**src/logic/gpio_irq_regs.svh**
```systemverilog
// register indices, field layout and reset values of the pin interrupt and wake block
// ============================================================================
// Overview of operation
// writing one to an upper-Y clear bit clears that pin's pending; zero does nothing
// raw status bits of X and lower Y show pending conditions, read-only, reset zero; here a one written to them clears that pending
// upper-Y raw status shows Y8..Y11 in bits 3:0, bits 7:4 reserved
// masked status bit is one only when the pin is pending and enabled
// upper-Y masked status carries Y8..Y11 in bits 3:0, rest reserved
// a set wake bit lets pin activity wake the device; reset gives no wake
// X and lower-Y wake bits map one bit per pin, bit n to pin n
// upper-Y wake bit 3 is Y11 down to bit 0 for Y8, 7:4 reserved
// per-pin enable gates raw pending into masked status; reset all disabled
// per-pin polarity bit: zero falling, one rising; reset all ones
// per-pin dual-edge bit makes both transitions raise a pending
// raw pending stays set until cleared; irq output high while any masked bit set
`ifndef GPIO_IRQ_REGS_SVH
`define GPIO_IRQ_REGS_SVH

// ============================================================================
// register indices; byte address on the bus is four times the index
`define IDX_DUAL_X      8'hCC
`define IDX_DUAL_YL     8'hCD
`define IDX_DUAL_YH     8'hCE
`define IDX_POL_X       8'hCF
`define IDX_POL_YL      8'hD0
`define IDX_POL_YH      8'hD1
`define IDX_EN_X        8'hD2
`define IDX_EN_YL       8'hD3
`define IDX_EN_YH       8'hD4
`define IDX_RAW_X       8'hD6
`define IDX_RAW_YL      8'hD7
`define IDX_RAW_YH      8'hD8
`define IDX_MSK_X       8'hD9
`define IDX_MSK_YL      8'hDA
`define IDX_MSK_YH      8'hDB
`define IDX_CLR_X       8'hDC
`define IDX_CLR_YL      8'hDD
`define IDX_CLR_YH      8'hDE
`define IDX_WAKE_X      8'hE9
`define IDX_WAKE_YL     8'hEA
`define IDX_WAKE_YH     8'hEB
`define IDX_EVT_STATUS  8'hF0
`define IDX_EVT_MASK    8'hF1

// ============================================================================
// field layout and reset values
`define PIN_COUNT       20
`define X_LSB           0
`define YL_LSB          8
`define YH_LSB          16
`define RST_POL         20'hFFFFF
`define RST_ZERO        20'h00000
`define EVT_WAKE_BIT    0
`define EVT_PIN_BIT     1

`endif

```
**src/logic/gpio_irq_pkg.sv**
```systemverilog
// types shared by the pin interrupt and wake block
package gpio_irq_pkg;
  typedef logic [7:0] reg_byte_t;
  typedef struct packed {
    logic pol;
    logic dual;
    logic wake;
  } pin_cfg_t;
  typedef enum logic {ST_WAIT, ST_ANSWER} bus_phase_t;
endpackage

```
**src/logic/reg_access_if.sv**
```systemverilog
// register access strobe and data between the bus port and the register file
`timescale 1ns/1ps
`default_nettype none
interface reg_access_if;
  logic                  wr;
  gpio_irq_pkg::reg_byte_t idx;
  gpio_irq_pkg::reg_byte_t wdata;
  gpio_irq_pkg::reg_byte_t rdata;
  modport initiator (output wr, output idx, output wdata, input rdata);
  modport target (input wr, input idx, input wdata, output rdata);
endinterface
`default_nettype wire

```
**src/logic/pin_event_cell.sv**
```systemverilog
// edge detection and sticky pending flag for one pin
`timescale 1ns/1ps
`default_nettype none
module pin_event_cell (
  input  wire logic                   i_sys_clk,
  input  wire logic                   i_rst_b,
  input  wire logic                   i_clk_en,
  input  wire logic                   i_pin,
  input  wire gpio_irq_pkg::pin_cfg_t i_cfg,
  input  wire logic                   i_clear,
  output logic                        o_raw,
  output logic                        o_wake_hit
);
  logic prev_reg;
  logic armed_reg;
  logic raw_reg;
  logic rise;
  logic fall;
  logic hit;

  // no edge is seen before the first sample, so a pin high at reset is quiet
  assign rise = armed_reg & i_pin & ~prev_reg;
  assign fall = armed_reg & ~i_pin & prev_reg;
  // see
  assign hit  = i_cfg.dual ? (rise | fall) : (i_cfg.pol ? rise : fall);

  always_ff @(posedge i_sys_clk) begin
    if (!i_rst_b) begin
      prev_reg  <= 1'b0;
      armed_reg <= 1'b0;
    end else if (i_clk_en) begin
      prev_reg  <= i_pin;
      armed_reg <= 1'b1;
    end
  end

  // a new edge in the clearing cycle wins, so no event is lost
  always_ff @(posedge i_sys_clk) begin
    if (!i_rst_b) begin
      raw_reg <= 1'b0;
    end else if (i_clk_en) begin
      raw_reg <= hit | (raw_reg & ~i_clear); // see
    end
  end

  assign o_raw      = raw_reg;
  assign o_wake_hit = (rise | fall) & i_cfg.wake;

  AST_SET_WINS: assert property (@(posedge i_sys_clk) disable iff (!i_rst_b)
    (i_clk_en && hit) |=> raw_reg)
    else $error("pending lost on a detected edge");
  AST_CLEAR_ONE: assert property (@(posedge i_sys_clk) disable iff (!i_rst_b)
    (i_clk_en && i_clear && !hit) |=> !raw_reg)
    else $error("pending not cleared");
  AST_HOLD: assert property (@(posedge i_sys_clk) disable iff (!i_rst_b)
    (raw_reg && !i_clear) |=> raw_reg)
    else $error("pending dropped without a clear");
  AST_RISE_ONLY: assert property (@(posedge i_sys_clk) disable iff (!i_rst_b)
    (i_clk_en && !raw_reg && !i_cfg.dual && i_cfg.pol && fall) |=> !raw_reg)
    else $error("falling edge set pending in rising mode");
endmodule
`default_nettype wire

```
**src/logic/avl_reg_port.sv**
```systemverilog
// Avalon-MM slave front end with one wait state per access
`timescale 1ns/1ps
`default_nettype none
module avl_reg_port (
  input  wire logic        i_sys_clk,
  input  wire logic        i_rst_b,
  input  wire logic        i_clk_en,
  input  wire logic [9:0]  i_avs_address,
  input  wire logic        i_avs_read,
  input  wire logic        i_avs_write,
  input  wire logic [31:0] i_avs_writedata,
  input  wire logic [3:0]  i_avs_byteenable,
  output logic [31:0]      o_avs_readdata,
  output logic             o_avs_waitrequest,
  reg_access_if.initiator  acc
);
  gpio_irq_pkg::bus_phase_t phase_reg;
  logic                     req;

  assign req       = i_avs_read | i_avs_write;
  assign acc.idx   = i_avs_address[9:2];
  assign acc.wdata = i_avs_writedata[7:0];
  // the write lands at the edge where the master sees waitrequest low
  assign acc.wr    = i_clk_en & i_avs_write & i_avs_byteenable[0] & (phase_reg == gpio_irq_pkg::ST_ANSWER);

  always_ff @(posedge i_sys_clk) begin
    if (!i_rst_b) begin
      phase_reg         <= gpio_irq_pkg::ST_WAIT;
      o_avs_waitrequest <= 1'b1;
      o_avs_readdata    <= 32'h0000_0000;
    end else if (i_clk_en) begin
      unique case (phase_reg)
        gpio_irq_pkg::ST_WAIT: begin
          if (req) begin
            phase_reg         <= gpio_irq_pkg::ST_ANSWER;
            o_avs_waitrequest <= 1'b0;
            o_avs_readdata    <= {24'h00_0000, acc.rdata};
          end
        end
        gpio_irq_pkg::ST_ANSWER: begin
          phase_reg         <= gpio_irq_pkg::ST_WAIT;
          o_avs_waitrequest <= 1'b1;
        end
      endcase
    end
  end

  AST_ONE_WAIT: assert property (@(posedge i_sys_clk) disable iff (!i_rst_b)
    (i_clk_en && req && o_avs_waitrequest) |=> !o_avs_waitrequest)
    else $error("access not answered after one wait state");
endmodule
`default_nettype wire

```
**src/logic/gpio_irq_status_wake.sv**
```systemverilog
// pin interrupt status, enables and wake control for 20 pins behind an Avalon-MM slave
`timescale 1ns/1ps
`default_nettype none
`include "gpio_irq_regs.svh"
module gpio_irq_status_wake (
  input  wire logic        i_sys_clk,
  input  wire logic        i_rst_b,
  input  wire logic        i_clk_en,
  input  wire logic [9:0]  i_avs_address,
  input  wire logic        i_avs_read,
  input  wire logic        i_avs_write,
  input  wire logic [31:0] i_avs_writedata,
  input  wire logic [3:0]  i_avs_byteenable,
  output logic [31:0]      o_avs_readdata,
  output logic             o_avs_waitrequest,
  input  wire logic [7:0]  i_x_group_pin,
  input  wire logic [11:0] i_y_group_pin,
  output logic             o_irq,
  output logic             o_wake
);
  // ==========================================================================
  // storage
  logic [19:0] pol_reg;
  logic [19:0] dual_reg;
  logic [19:0] pin_irq_enable_reg;
  logic [19:0] wake_reg;
  logic [1:0]  evt_status_reg;
  logic [1:0]  evt_mask_reg;
  logic [19:0] pins;
  logic [19:0] raw_pending;
  logic [19:0] masked_pending;
  logic [19:0] pending_clear;
  logic [19:0] wake_hits;
  logic        any_wake;
  logic        any_masked;
  logic [1:0]  evt_set;
  logic [1:0]  evt_clr;

  reg_access_if acc ();

  // ==========================================================================
  // bus port
  avl_reg_port u_port (
    .i_sys_clk         (i_sys_clk),
    .i_rst_b           (i_rst_b),
    .i_clk_en          (i_clk_en),
    .i_avs_address     (i_avs_address),
    .i_avs_read        (i_avs_read),
    .i_avs_write       (i_avs_write),
    .i_avs_writedata   (i_avs_writedata),
    .i_avs_byteenable  (i_avs_byteenable),
    .o_avs_readdata    (o_avs_readdata),
    .o_avs_waitrequest (o_avs_waitrequest),
    .acc               (acc.initiator)
  );

  // ==========================================================================
  // byte-wide write into one group of a 20-bit vector
  function automatic logic [19:0] put_group(
    input logic [19:0] cur,
    input logic [7:0]  idx,
    input logic [7:0]  ix,
    input logic [7:0]  iyl,
    input logic [7:0]  iyh,
    input logic [7:0]  d
  );
    logic [19:0] r;
    r = cur;
    if (idx == ix) begin
      r[`YL_LSB-1:`X_LSB] = d;
    end else if (idx == iyl) begin
      r[`YH_LSB-1:`YL_LSB] = d;
    end else if (idx == iyh) begin
      // upper four bits of the upper-Y byte are reserved and dropped
      r[`PIN_COUNT-1:`YH_LSB] = d[3:0];
    end
    return r;
  endfunction

  // ==========================================================================
  // configuration registers
  always_ff @(posedge i_sys_clk) begin
    if (!i_rst_b) begin
      pol_reg <= `RST_POL;
    end else if (i_clk_en && acc.wr) begin
      pol_reg <= put_group(pol_reg, acc.idx, `IDX_POL_X, `IDX_POL_YL, `IDX_POL_YH, acc.wdata);
    end
  end

  always_ff @(posedge i_sys_clk) begin
    if (!i_rst_b) begin
      dual_reg <= `RST_ZERO;
    end else if (i_clk_en && acc.wr) begin
      dual_reg <= put_group(dual_reg, acc.idx, `IDX_DUAL_X, `IDX_DUAL_YL, `IDX_DUAL_YH, acc.wdata);
    end
  end

  always_ff @(posedge i_sys_clk) begin
    if (!i_rst_b) begin
      pin_irq_enable_reg <= `RST_ZERO;
    end else if (i_clk_en && acc.wr) begin
      pin_irq_enable_reg <= put_group(pin_irq_enable_reg, acc.idx, `IDX_EN_X, `IDX_EN_YL, `IDX_EN_YH,
                                      acc.wdata);
    end
  end

  always_ff @(posedge i_sys_clk) begin
    if (!i_rst_b) begin
      wake_reg <= `RST_ZERO;
    end else if (i_clk_en && acc.wr) begin
      wake_reg <= put_group(wake_reg, acc.idx, `IDX_WAKE_X, `IDX_WAKE_YL, `IDX_WAKE_YH,
                            acc.wdata); // see
    end
  end

  always_ff @(posedge i_sys_clk) begin
    if (!i_rst_b) begin
      evt_mask_reg <= 2'h0;
    end else if (i_clk_en && acc.wr && acc.idx == `IDX_EVT_MASK) begin
      evt_mask_reg <= acc.wdata[1:0];
    end
  end

  // ==========================================================================
  // clears: a one written to the clear register, or to the raw status itself
  always_comb begin
    pending_clear = 20'h00000;
    if (acc.wr) begin
      pending_clear = put_group(20'h00000, acc.idx, `IDX_CLR_X, `IDX_CLR_YL, `IDX_CLR_YH,
                                acc.wdata);
      pending_clear = pending_clear | put_group(20'h00000, acc.idx, `IDX_RAW_X, `IDX_RAW_YL,
                                                `IDX_RAW_YH, acc.wdata);
    end
  end

  // ==========================================================================
  // per-pin detectors
  assign pins = {i_y_group_pin, i_x_group_pin};

  for (genvar g = 0; g < `PIN_COUNT; g++) begin : g_pin
    gpio_irq_pkg::pin_cfg_t cfg;
    assign cfg.pol  = pol_reg[g];
    assign cfg.dual = dual_reg[g];
    assign cfg.wake = wake_reg[g];
    pin_event_cell u_cell (
      .i_sys_clk  (i_sys_clk),
      .i_rst_b    (i_rst_b),
      .i_clk_en   (i_clk_en),
      .i_pin      (pins[g]),
      .i_cfg      (cfg),
      .i_clear    (pending_clear[g]),
      .o_raw      (raw_pending[g]),
      .o_wake_hit (wake_hits[g])
    );
  end

  assign masked_pending = raw_pending & pin_irq_enable_reg; // see
  assign any_masked     = |masked_pending;
  assign any_wake       = |wake_hits;

  // ==========================================================================
  // block event status: sticky, write one to clear, set wins over clear
  assign evt_set = {any_masked, any_wake};
  assign evt_clr = (acc.wr && acc.idx == `IDX_EVT_STATUS) ? acc.wdata[1:0] : 2'h0;

  always_ff @(posedge i_sys_clk) begin
    if (!i_rst_b) begin
      evt_status_reg <= 2'h0;
    end else if (i_clk_en) begin
      evt_status_reg <= evt_set | (evt_status_reg & ~evt_clr);
    end
  end

  // ==========================================================================
  // outputs; both lag their cause by one clock
  always_ff @(posedge i_sys_clk) begin
    if (!i_rst_b) begin
      o_irq <= 1'b0;
    end else if (i_clk_en) begin
      o_irq <= any_masked | (|(evt_status_reg & evt_mask_reg));
    end
  end

  // one-cycle wake pulse for the power controller
  always_ff @(posedge i_sys_clk) begin
    if (!i_rst_b) begin
      o_wake <= 1'b0;
    end else if (i_clk_en) begin
      o_wake <= any_wake;
    end
  end

  // ==========================================================================
  // read mux; reserved bits read as zero
  always_comb begin
    acc.rdata = 8'h00;
    unique case (acc.idx)
      `IDX_DUAL_X:     acc.rdata = dual_reg[7:0];
      `IDX_DUAL_YL:    acc.rdata = dual_reg[15:8];
      `IDX_DUAL_YH:    acc.rdata = {4'h0, dual_reg[19:16]};
      `IDX_POL_X:      acc.rdata = pol_reg[7:0];
      `IDX_POL_YL:     acc.rdata = pol_reg[15:8];
      `IDX_POL_YH:     acc.rdata = {4'h0, pol_reg[19:16]};
      `IDX_EN_X:       acc.rdata = pin_irq_enable_reg[7:0];
      `IDX_EN_YL:      acc.rdata = pin_irq_enable_reg[15:8];
      `IDX_EN_YH:      acc.rdata = {4'h0, pin_irq_enable_reg[19:16]};
      `IDX_RAW_X:      acc.rdata = raw_pending[7:0];
      `IDX_RAW_YL:     acc.rdata = raw_pending[15:8];
      `IDX_RAW_YH:     acc.rdata = {4'h0, raw_pending[19:16]};
      `IDX_MSK_X:      acc.rdata = masked_pending[7:0];
      `IDX_MSK_YL:     acc.rdata = masked_pending[15:8];
      `IDX_MSK_YH:     acc.rdata = {4'h0, masked_pending[19:16]};
      `IDX_WAKE_X:     acc.rdata = wake_reg[7:0];
      `IDX_WAKE_YL:    acc.rdata = wake_reg[15:8];
      `IDX_WAKE_YH:    acc.rdata = {4'h0, wake_reg[19:16]};
      `IDX_EVT_STATUS: acc.rdata = {6'h00, evt_status_reg};
      `IDX_EVT_MASK:   acc.rdata = {6'h00, evt_mask_reg};
      default:         acc.rdata = 8'h00;
    endcase
  end

  // ==========================================================================
  // checks
  AST_MASKED_GATE: assert property (@(posedge i_sys_clk) disable iff (!i_rst_b)
    masked_pending == (raw_pending & pin_irq_enable_reg) && (|masked_pending == any_masked))
    else $error("masked status disagrees with raw and enable");
  AST_IRQ_FOLLOWS: assert property (@(posedge i_sys_clk) disable iff (!i_rst_b)
    (i_clk_en && any_masked) |=> o_irq)
    else $error("irq not raised for masked pending");
  AST_IRQ_QUIET: assert property (@(posedge i_sys_clk) disable iff (!i_rst_b)
    (i_clk_en && !any_masked && !(|(evt_status_reg & evt_mask_reg))) |=> !o_irq)
    else $error("irq high with nothing pending");
  AST_WAKE_NEEDS_EN: assert property (@(posedge i_sys_clk) disable iff (!i_rst_b)
    (i_clk_en && wake_reg == 20'h00000) |=> !o_wake)
    else $error("wake with no wake bit set");
  AST_RST_POL: assert property (@(posedge i_sys_clk)
    $rose(i_rst_b) |-> pol_reg == `RST_POL && pin_irq_enable_reg == `RST_ZERO)
    else $error("configuration reset values wrong");
  AST_RAW_RESET: assert property (@(posedge i_sys_clk)
    $rose(i_rst_b) |-> raw_pending == 20'h00000 && !o_irq)
    else $error("raw status not zero after reset");
  AST_YH_RESERVED: assert property (@(posedge i_sys_clk) disable iff (!i_rst_b)
    (acc.idx == `IDX_RAW_YH || acc.idx == `IDX_MSK_YH || acc.idx == `IDX_WAKE_YH) |-> acc.rdata[7:4] == 4'h0)
    else $error("reserved bits not zero");
  AST_WAKE_WRITE: assert property (@(posedge i_sys_clk) disable iff (!i_rst_b)
    (acc.wr && acc.idx == `IDX_WAKE_YH) |=> wake_reg[19:16] == $past(acc.wdata[3:0]))
    else $error("upper wake byte not stored");
endmodule
`default_nettype wire

```
**config.mk**
```make
export PLATFORM = sky130hd
export DESIGN_NAME = gpio_irq_status_wake
export DESIGN_NICKNAME = d
export VERILOG_FILES = /design/src/logic/gpio_irq_pkg.sv /design/src/logic/reg_access_if.sv /design/src/logic/pin_event_cell.sv /design/src/logic/avl_reg_port.sv /design/src/logic/gpio_irq_status_wake.sv
export VERILOG_INCLUDE_DIRS = /design/src /design/src/logic
export SDC_FILE = /design/constraint.sdc
export NUM_CORES = 1
export LEC_CHECK = 0
export BUFFER_PORTS_ARGS = -buffer_cell sky130_fd_sc_hd__buf_2
export CAP_MARGIN = 20
export CORE_MARGIN = 1
export CORE_UTILIZATION = 58
export CTS_BUF_LIST = sky130_fd_sc_hd__clkbuf_8 sky130_fd_sc_hd__clkbuf_16
export DETAILED_ROUTE_END_ITERATION = 7
export PLACE_DENSITY_LB_ADDON = 0.12
export SYNTH_ARGS = -nofsm -noshare
export SYNTH_HDL_FRONTEND = slang
export SYNTH_SLANG_ARGS = --single-unit
```
**constraint.sdc**
```tcl
create_clock -name i_sys_clk -period 2.1 [get_ports i_sys_clk]
set_input_delay 0.42 -clock i_sys_clk [delete_from_list [all_inputs] [get_ports i_sys_clk]]
set_output_delay 0.42 -clock i_sys_clk [all_outputs]
set_load 0.02 [all_outputs]
```
# --- Word level (Yosys, flattened, before mapping) ---
# Index checks and enable logic that the tools add are counted.
totals:
  ramBits: 0
  latchBits: 0
  rom_bits: 0
  out_inout_bits: 35
  mem_count: 0
  reg_bits: 137
  input_bits: 71
classes:
  multipliers: 0
  n_mux: 61
  div_mod_pow: 0
  add_sub_neg: 0
  n_eq_ne: 24
  bitwise: 240
  n_shift: 0
  n_lt_le_gt_ge: 0
  reduce_logical: 20
op_table:
  columns: ["op", "count"]
  rows:
  - ["8-bit equality test, second input constant", 23]
  - ["8-bit case mux with 20 select lines", 1]
  - ["1-bit AND", 123]
  - ["1-bit inverter", 69]
  - ["12-bit 2-to-1 mux", 4]
  - ["8-bit 2-to-1 mux", 6]
  - ["1-bit 2-to-1 mux", 42]
  - ["1-bit OR", 42]
  - ["20-bit OR reduction", 2]
  - ["20-bit AND", 1]
  - ["20-bit 2-to-1 mux", 1]
  - ["20-bit OR", 1]
  - ["4-bit 2-to-1 mux", 4]
  - ["4-bit AND reduction", 4]
  - ["3-bit AND reduction", 5]
  - ["2-bit AND reduction", 5]
  - ["2-bit AND", 2]
  - ["1-bit case mux with 2 select lines", 2]
  - ["1-bit logical AND", 3]
  - ["2-bit 2-to-1 mux", 1]
  - ["2-bit by 1-bit inequality test with 1-bit output, second input constant", 1]
  - ["2-bit inverter", 1]
  - ["2-bit OR", 1]
  - ["2-bit OR reduction", 1]

# --- Depth between registers and ports, before layout ---
# Gate-level depths: netlist of run 1.
logic_depth:
  depth_word: 10
  ltp_mapped: 9
  ltp_nobuf: 6

# --- By module ---
# From an unflattened synthesis of run 1, not the netlist that was laid out.
hier_totals:
  cells_unflattened: 946
  area_unflattened_um2: 8254.2
modules_own_cells:
  columns: ["mod", "cells_each", "area_each_um2", "n_inst", "seq_area_each_um2"]
  rows:
  - ["gpio_irq_status_wake", 580, 4884.7, 1, 1721.7]
  - ["pin_event_cell", 14, 132.6, 20, 60.1]
  - ["avl_reg_port", 86, 716.9, 1, 200.2]

# --- Worst setup path before layout of run 1 ---
# OpenSTA, ideal clock, no wires.
synth_path:
  kind: "input-to-reg"
  start: "input i_avs_address[6]"
  end: "register u_port.o_avs_readdata[0]"
  setup_slack_ns: 0.234
  arrival_ns: 1.736
  cell_stages: 8
  t_required_ns: 1.970
  setup_ns: 0.130
  path_cell_list: "buf_4 and4b_1 buf_6 nand3_1 o21ai_1 o32a_1 o311ai_4 o21ai_1"
synth_between:
  elab_chain_len: 2
  word_cells_on_any_way: 21
  classes_between: "20 x eq/ne; 1 x mux"
synth_rtl:
  columns: ["element", "line", "text"]
  rows:
  - ["start, declared", "gpio_irq_status_wake.sv:9", "input wire logic [9:0] i_avs_address,"]
  - ["8-bit equality test", "gpio_irq_status_wake.sv:197", "unique case (acc.idx)"]
  - ["8-bit case mux with 20 select lines *", "gpio_irq_status_wake.sv:197", null]
  - ["end signal, assigned", "avl_reg_port.sv:37", "o_avs_readdata <= {24'h00_0000, acc.rdata};"]
  - ["end, declared", "avl_reg_port.sv:13", "output logic [31:0] o_avs_readdata,"]
# Mark *: on every way between the ends. The rest lies on a longest branch, timed or not.
# A chain may end at the register's enable or synchronous reset.

# --- Worst setup path after layout of run 1 ---
layout_path:
  start: "input i_avs_address[3]"
  end: "register pol_reg[12]"
layout_between:
  elab_chain_len: 3
  word_cells_on_any_way: 4
  classes_between: "2 x eq/ne; 1 x bitwise; 1 x reduce/logical"
layout_rtl:
  columns: ["element", "line", "text"]
  rows:
  - ["8-bit equality test", "gpio_irq_status_wake.sv:69", "if (idx == ix) begin"]
  - ["1-bit inverter (no line)", null, null]
  - ["3-bit AND reduction (no line) *", null, null]
  - ["end signal, assigned", "gpio_irq_status_wake.sv:84", "pol_reg <= `RST_POL;"]
  - ["end signal, assigned", "gpio_irq_status_wake.sv:86", "pol_reg <= put_group(pol_reg, acc.idx, `IDX_POL_X, `IDX_POL_YL, `IDX_POL_YH, acc.wdata);"]
  - ["end, declared", "gpio_irq_status_wake.sv:23", "logic [19:0] pol_reg;"]
# Marks and branches as above.

==> results of run 1 <==
power by group:
part           leakage (nW)  switching, W  total [W]  internal, W
Combinational          2.05      0.000392   0.000637     0.000245
Sequential             1.11     0.0000516    0.00270      0.00265
Clock                 0.299       0.00117    0.00308      0.00191
worst min-delay path by stage:
stage / from / end / slack [ns]
3_5_place_dp: u_port.o_avs_readdata[6] / u_port.o_avs_readdata[6] / 0.44
2_1_floorplan: g_pin[6].u_cell.armed_reg / g_pin[6].u_cell.armed_reg / 0.42
6_report: i_x_group_pin[1] / g_pin[1].u_cell.prev_reg / 0.28
3_3_place_gp: g_pin[6].u_cell.armed_reg / g_pin[6].u_cell.armed_reg / 0.43
5_1_grt: i_x_group_pin[3] / g_pin[3].u_cell.prev_reg / 0.30
4_1_cts: i_y_group_pin[0] / g_pin[8].u_cell.prev_reg / 0.28
tightest hold or removal path, cell delays in order:
cell,delay (ns)
sky130_fd_sc_hd__buf_2,0.09
sky130_fd_sc_hd__mux2i_1,0.06
sky130_fd_sc_hd__nor2b_1,0.09
layout make-up:
cell class / count / area, um2 / share of cell area (%)
multi-input combinational: 649 / 4410 / 49.1
sequential: 137 / 2740 / 30.5
timing repair buffer: 135 / 973 / 10.8
clock buffer: 18 / 439 / 4.88
tap: 172 / 215 / 2.39
clock inverter: 13 / 168 / 1.86
inverter: 12 / 45.0 / 0.501
stage by stage:
step	instances	utilization, %
6_report	1136	71.0
5_1_grt	1136	71.0
4_1_cts	1136	71.0
3_5_place_dp	1105	66.2
3_3_place_gp	1105	66.2
2_1_floorplan	882	-
cell usage in the layout, fill, tap and decap left out, drive strengths merged, types with 4 or more instances in the layout:
| cell type | n |
|---|---|
| xor2 | 35 |
| nor3 | 8 |
| a31oi | 7 |
| a21oi | 15 |
| and3 | 7 |
| nor2b | 83 |
| a22o | 8 |
| a21boi | 32 |
| a22oi | 23 |
| nand3b | 4 |
| mux2i | 80 |
| nand2 | 93 |
| clkbuf | 18 |
| nor2 | 23 |
| nor4 | 5 |
| a221oi | 9 |
| mux2 | 9 |
| nand3 | 42 |
| o21ai | 52 |
| dfxtp | 137 |
| and2 | 6 |
| a32o | 8 |
| nand4 | 9 |
| inv | 18 |
| o211ai | 26 |
| a32oi | 8 |
| conb | 24 |
| buf | 135 |
logic make-up (layout without fill, tap and decap cells):
family	after synthesis	in the layout	share of synthesized area [%]
other	1	24	0.0494
buffers and inverters	96	178	6.88
multiplexers	91	91	12.5
flip-flops	137	137	36.2
XOR/XNOR	36	36	4.16
AND/OR/NAND/NOR	293	293	21.1
AO/OA/AOI/OAI	205	205	19.2
routing by layer:
| metal | up-vias | track usage [%] |
|---|---|---|
| met5 | - | 0 |
| met4 | 0 | 15.2 |
| met3 | 65 | 10.8 |
| met2 | 416 | 55.9 |
| met1 | 3372 | 51.3 |
| li1 | 3226 | - |
==> run metrics, run 1 <==
run status=finished, final reports clean; mean post-synth cell area=8.83 um2; final setup margin=~0.26 ns; Static Leak=about 3.5 nW; register-to-register setup slack=~0.27 ns; routed wl met2=10.5 mm; fin crit share=between 80 and 90%; number of buffers added for setup after CTS=0; Area contributors post-synth=sky130_fd_sc_hd__dfxtp_1 36%, sky130_fd_sc_hd__mux2i_1 11%, sky130_fd_sc_hd__nor2b_1 6.7%; TritonCTS clock tree=built; CP arrival=between 2 and 2.5 ns; total half-perimeter wirelength after legalization and detailed placement=~18 mm; Critical Path Sink=pol_reg[12]; Post-Place Worst Slack=-0.139 ns; area of the core=about 13000 um2; Port Buffers=52; most numerous cell types in the synthesized netlist=137 x sky130_fd_sc_hd__dfxtp_1, 91 x sky130_fd_sc_hd__nand2_1, 81 x sky130_fd_sc_hd__nor2b_1; R2R depth=6; post-synthesis sequential area ratio=between 30 and 40%; path type of the worst min-delay path=primary input to flip-flop; cell taking the most area after synthesis=sky130_fd_sc_hd__dfxtp_1; hold buffers post-CTS=0; routed metal-1 wire length=between 10 and 15 mm; Longest Clk Path Bufs=2; Least-Margin Pin Slew=about 0.57 ns; post-synth cell types=62; count of buffering cells on the critical path with inverters included=2; final routed wire length divided by cell count=~21 um; Most common cell on crit path=sky130_fd_sc_hd__nand2_1; setup repair after global routing missed its margin=false; Fin Setup TNS=0 ns; count of H-tree levels built during CTS=4; total routing resource utilization after global routing=roughly 38%; data required time of the worst path=around 2.4 ns; layout cell share with drive strength beyond 1=between 20% and 30%; count leader, synth=sky130_fd_sc_hd__dfxtp_1; largest net degree at the start of global routing=about 120; Critical Path Fanout Max=14; layout-stage area growth over the synthesis result=18.6%; yosys synthesis warning count=0; cell depth of the worst setup path=6; achievable frequency=543 MHz; cell count after synthesis=approximately 860; overflow left after global routing=0; origin of the critical flop-to-flop path=pol_reg[0]; number of antenna diodes=0; highest layer used for signal routing=met4; P per Cell Area=713 nW/um2; overall routed net length=approximately 24 mm; final hold vios=0; Cell Area, Synth=around 7600 um2; starting DRC count in detailed routing=~840; number of buffers created by CTS=17; Hold Path Stages=3; Worst path slowest cell=sky130_fd_sc_hd__nor4_2; post-route standard cell area excluding fillers=about 9000 um2; final critical delay including setup and external delays=between 1.5 and 2 ns; initial antenna violation count=0; via/cell ratio=between 6 and 7; Worst Hold Margin=~0.28 ns; critical path cell sequence=buf_2 -> buf_4 -> nor4_2 -> nand2_1 -> nand2_1 -> o211ai_1; Worst Setup Start Kind=primary input; largest vdd supply drop=approximately 0.73 mV; number of detailed-routing iterations run before antenna repair=8; headroom to the max-slew limit=61.8%; effective utilization at floorplan=approximately three fifths; cell area after placement=about 8400 um2; remaining antenna violation count after routing=0; max-capacitance violation count=0; Top FF cell, synth=sky130_fd_sc_hd__dfxtp_1; largest clock skew in the final design=approximately 0.0088 ns; Site Rows=around 40; post-CTS resize count=0; clock network latency to the later pin of the worst-skew pair=between 0.4 and 0.5 ns; post-synthesis async set-or-reset flop share=0%; post-CTS clock slew at the launch and capture registers of the worst setup and hold paths=about 0.060 ns; height of the die=around 120 um; global-route wire length before repair=about 38 mm; number of sinks driven by the clock tree=137; I/O pin cnt=106; vias=slightly above 7k; die footprint=13500 um2; PnR Total Power=roughly 0.0064 W; clock tree root buffer cell=sky130_fd_sc_hd__clkbuf_16; overall die width=approximately 120 um; FF-to-FF End=u_port.o_avs_readdata[0]; number of filler instances in the final layout=between 1k and 1.5k; final routed DRC violation total=0; capturing element type of the critical path=flip-flop; Setup Viol. Count Final=0; Layout Nets=between 1k and 1.5k; count of state elements after synthesis=137; Post-synth EDFFs=0; fraction of synthesized cell area taken by the top area cell type=between 30% and 40%; detailed route wirelength on metal3=2.51 mm; slowest cell delay on critical path=roughly 0.51 ns; top cell family by delay on the critical path=simple AND/OR/NAND/NOR gates; vias in the first global route=6640; placer's final routability congestion estimate=just under 1; Final Max Tran Viols=0; crit path launch=i_avs_address[3]; type of the setup path with the least slack=primary input to flip-flop
No activity file was read; power rests on OpenSTA's default activity.
==> run 2: changes to the inputs <==
--- a/config.mk
+++ b/config.mk
@@ -13,6 +13,7 @@
 export CTS_BUF_LIST = sky130_fd_sc_hd__clkbuf_8 sky130_fd_sc_hd__clkbuf_16
 export DETAILED_ROUTE_END_ITERATION = 7
 export PLACE_DENSITY_LB_ADDON = 0.12
+export RECOVER_POWER = 50
 export SYNTH_ARGS = -nofsm -noshare
 export SYNTH_HDL_FRONTEND = slang
 export SYNTH_SLANG_ARGS = --single-unit
==> run 2 against run 1 <==
Wire length hardly changed. First-iteration DRC count is 6.5% higher. Core utilization is 0.70 points lower. Sequential power hardly changed. Largest power group unchanged. Highest routed layer unchanged.
==> run metrics, run 2 (same netlist as run 1, synthesis figures left out) <==
highest-count cells in the layout ignoring fill and taps=137 x sky130_fd_sc_hd__dfxtp_1, 92 x sky130_fd_sc_hd__nand2_1, 81 x sky130_fd_sc_hd__nor2b_1; overflow left after global routing=0; largest net degree at the start of global routing=116; type of the setup path with the least slack=primary input to flip-flop; hold buffers post-CTS=0; most frequent standard cell in the layout excluding fill and tap cells=sky130_fd_sc_hd__dfxtp_1; area of the core=approximately 13000 um2; R2R depth=7; overall routed net length=24.2 mm; Port Buffers=52; headroom to the max-slew limit=between 20% and 30%; final hold vios=0; final critical delay including setup and external delays=2.05 ns; critical path cell sequence=clkbuf_2 -> nand2_1 -> and4bb_1 -> clkbuf_1 -> nand4_1 -> clkbuf_2 -> nand2_1 -> o211ai_1; vias in the first global route=between 6k and 7k; I/O pin cnt=106; final routed DRC violation total=0; effective utilization at floorplan=59.9%; number of sinks driven by the clock tree=137; number of detailed-routing iterations run before antenna repair=5; register-to-register setup slack=0.21 ns; overall die width=116 um; remaining antenna violation count after routing=0; PnR Total Power=roughly 0.0064 W; Layout Nets=approximately 1k; via/cell ratio=approximately 6.3; fin crit share=between 90% and 100%; starting DRC count in detailed routing=around 890; Setup Viol. Count Final=0; slowest cell delay on critical path=0.60 ns; die footprint=13500 um2; total half-perimeter wirelength after legalization and detailed placement=around 18 mm; height of the die=roughly 120 um; vias=7115; count of H-tree levels built during CTS=4; path type of the worst min-delay path=primary input to flip-flop; TritonCTS clock tree=built; Worst path slowest cell=sky130_fd_sc_hd__and4bb_1; crit path launch=i_avs_address[8]; number of buffers created by CTS=17; Non-Filler Instances=1136; footprint of the flip-flops and latches=2740 um2; Least-Margin Pin Slew=roughly 1.1 ns; initial antenna violation count=0; placed insts=~1.1k; Critical Path Sink=pol_reg[7]; layout cell share with drive strength beyond 1=18.0%; final design utilization=70.3%; achievable frequency=a little under 500 MHz; post-CTS clock slew at the launch and capture registers of the worst setup and hold paths=around 0.06 ns; count of buffering cells on the critical path with inverters included=3; origin of the critical flop-to-flop path=u_port.phase_reg; total routing resource utilization after global routing=a little under two fifths; CP arrival=around 2.3 ns; run status=finished, final reports clean; Site Rows=slightly above 40; Final Max Tran Viols=0; P per Cell Area=between 700 and 800 nW/um2; number of antenna diodes=0; final routed wire length divided by cell count=approximately 21 um; setup repair after global routing missed its margin=false; layout-stage area growth over the synthesis result=17.4%; Post-Place Worst Slack=-0.139 ns; clock tree root buffer cell=sky130_fd_sc_hd__clkbuf_16; Longest Clk Path Bufs=2; largest vdd supply drop=0.731 mV; number of buffers added for setup after CTS=0; placer's final routability congestion estimate=between 0.9 and 1; largest clock skew in the final design=around 0.006 ns; Static Leak=about 3.4 nW; cell depth of the worst setup path=8; clock network latency to the later pin of the worst-skew pair=roughly 0.42 ns; data required time of the worst path=about 2.3 ns; final setup margin=about 0.05 ns; max-capacitance violation count=0; detailed route wirelength on metal3=roughly 2.7 mm; top cell family by delay on the critical path=simple AND/OR/NAND/NOR gates; Critical Path Fanout Max=12; multi-input gate area in the final layout=4380 um2; highest layer used for signal routing=met4; post-CTS resize count=0; routed wl met2=about 10 mm; FF-to-FF End=wake_reg[18]; global-route wire length before repair=between 30 and 40 mm; number of filler instances in the final layout=1068; Worst Setup Start Kind=primary input; capturing element type of the critical path=flip-flop; routed metal-1 wire length=a little over 10 mm
==> run 2: cell count changes in the layout (fill, tap and decap cells not counted), sizes merged <==
cell,delta
buf,-21
clkbuf,+21
==> run 2: final cells by class <==
cell class / instances / area share (%)
Multi-Input combinational cell: 649 / 49.2
Sequential cell: 137 / 30.8
Timing Repair Buffer: 135 / 10.3
Clock buffer: 18 / 4.93
Tap cell: 172 / 2.42
Clock inverter: 13 / 1.88
Inverter: 12 / 0.506
==> run 2: worst min path at each step <==
| stage | slack (ns) | start | end | cells past startpoint |
|---|---|---|---|---|
| after floorplan | 0.42 | g_pin[6].u_cell.armed_reg | g_pin[6].u_cell.armed_reg | 1 |
| after global placement | 0.43 | g_pin[6].u_cell.armed_reg | g_pin[6].u_cell.armed_reg | 1 |
| after detailed placement | 0.44 | u_port.o_avs_readdata[6] | u_port.o_avs_readdata[6] | 2 |
| after CTS | 0.28 | i_y_group_pin[0] | g_pin[8].u_cell.prev_reg | 3 |
| after global routing | 0.30 | i_x_group_pin[3] | g_pin[3].u_cell.prev_reg | 3 |
| final | 0.28 | i_x_group_pin[4] | g_pin[4].u_cell.prev_reg | 3 |
==> run 2: per-layer routing <==
metal  track usage [%]  vias to the layer above
met3              10.8                       69
met4              15.2                        0
met1              51.3                     3386
li1                  -                     3231
met5                 0                        -
met2              55.9                      429
==> run 2: worst min-delay path, stage by stage <==
cell and delay, ns:
sky130_fd_sc_hd__buf_2 0.09, sky130_fd_sc_hd__mux2i_1 0.06, sky130_fd_sc_hd__nor2b_1 0.09
==> run 2: report_power, final <==
group / internal (W) / switching (W)
Sequential: 0.00265 / 0.0000514
Clock: 0.00191 / 0.00118
Combinational: 0.000239 / 0.000389
==> run 2: stage by stage <==
stage	setup TNS (ns)	area [um2]	hold slack, ns
2_1_floorplan	0	7670	0.420
3_3_place_gp	-1.81	8390	0.431
3_5_place_dp	-2.66	8390	0.436
4_1_cts	0	9000	0.278
5_1_grt	0	8910	0.302
6_report	0	8910	0.283
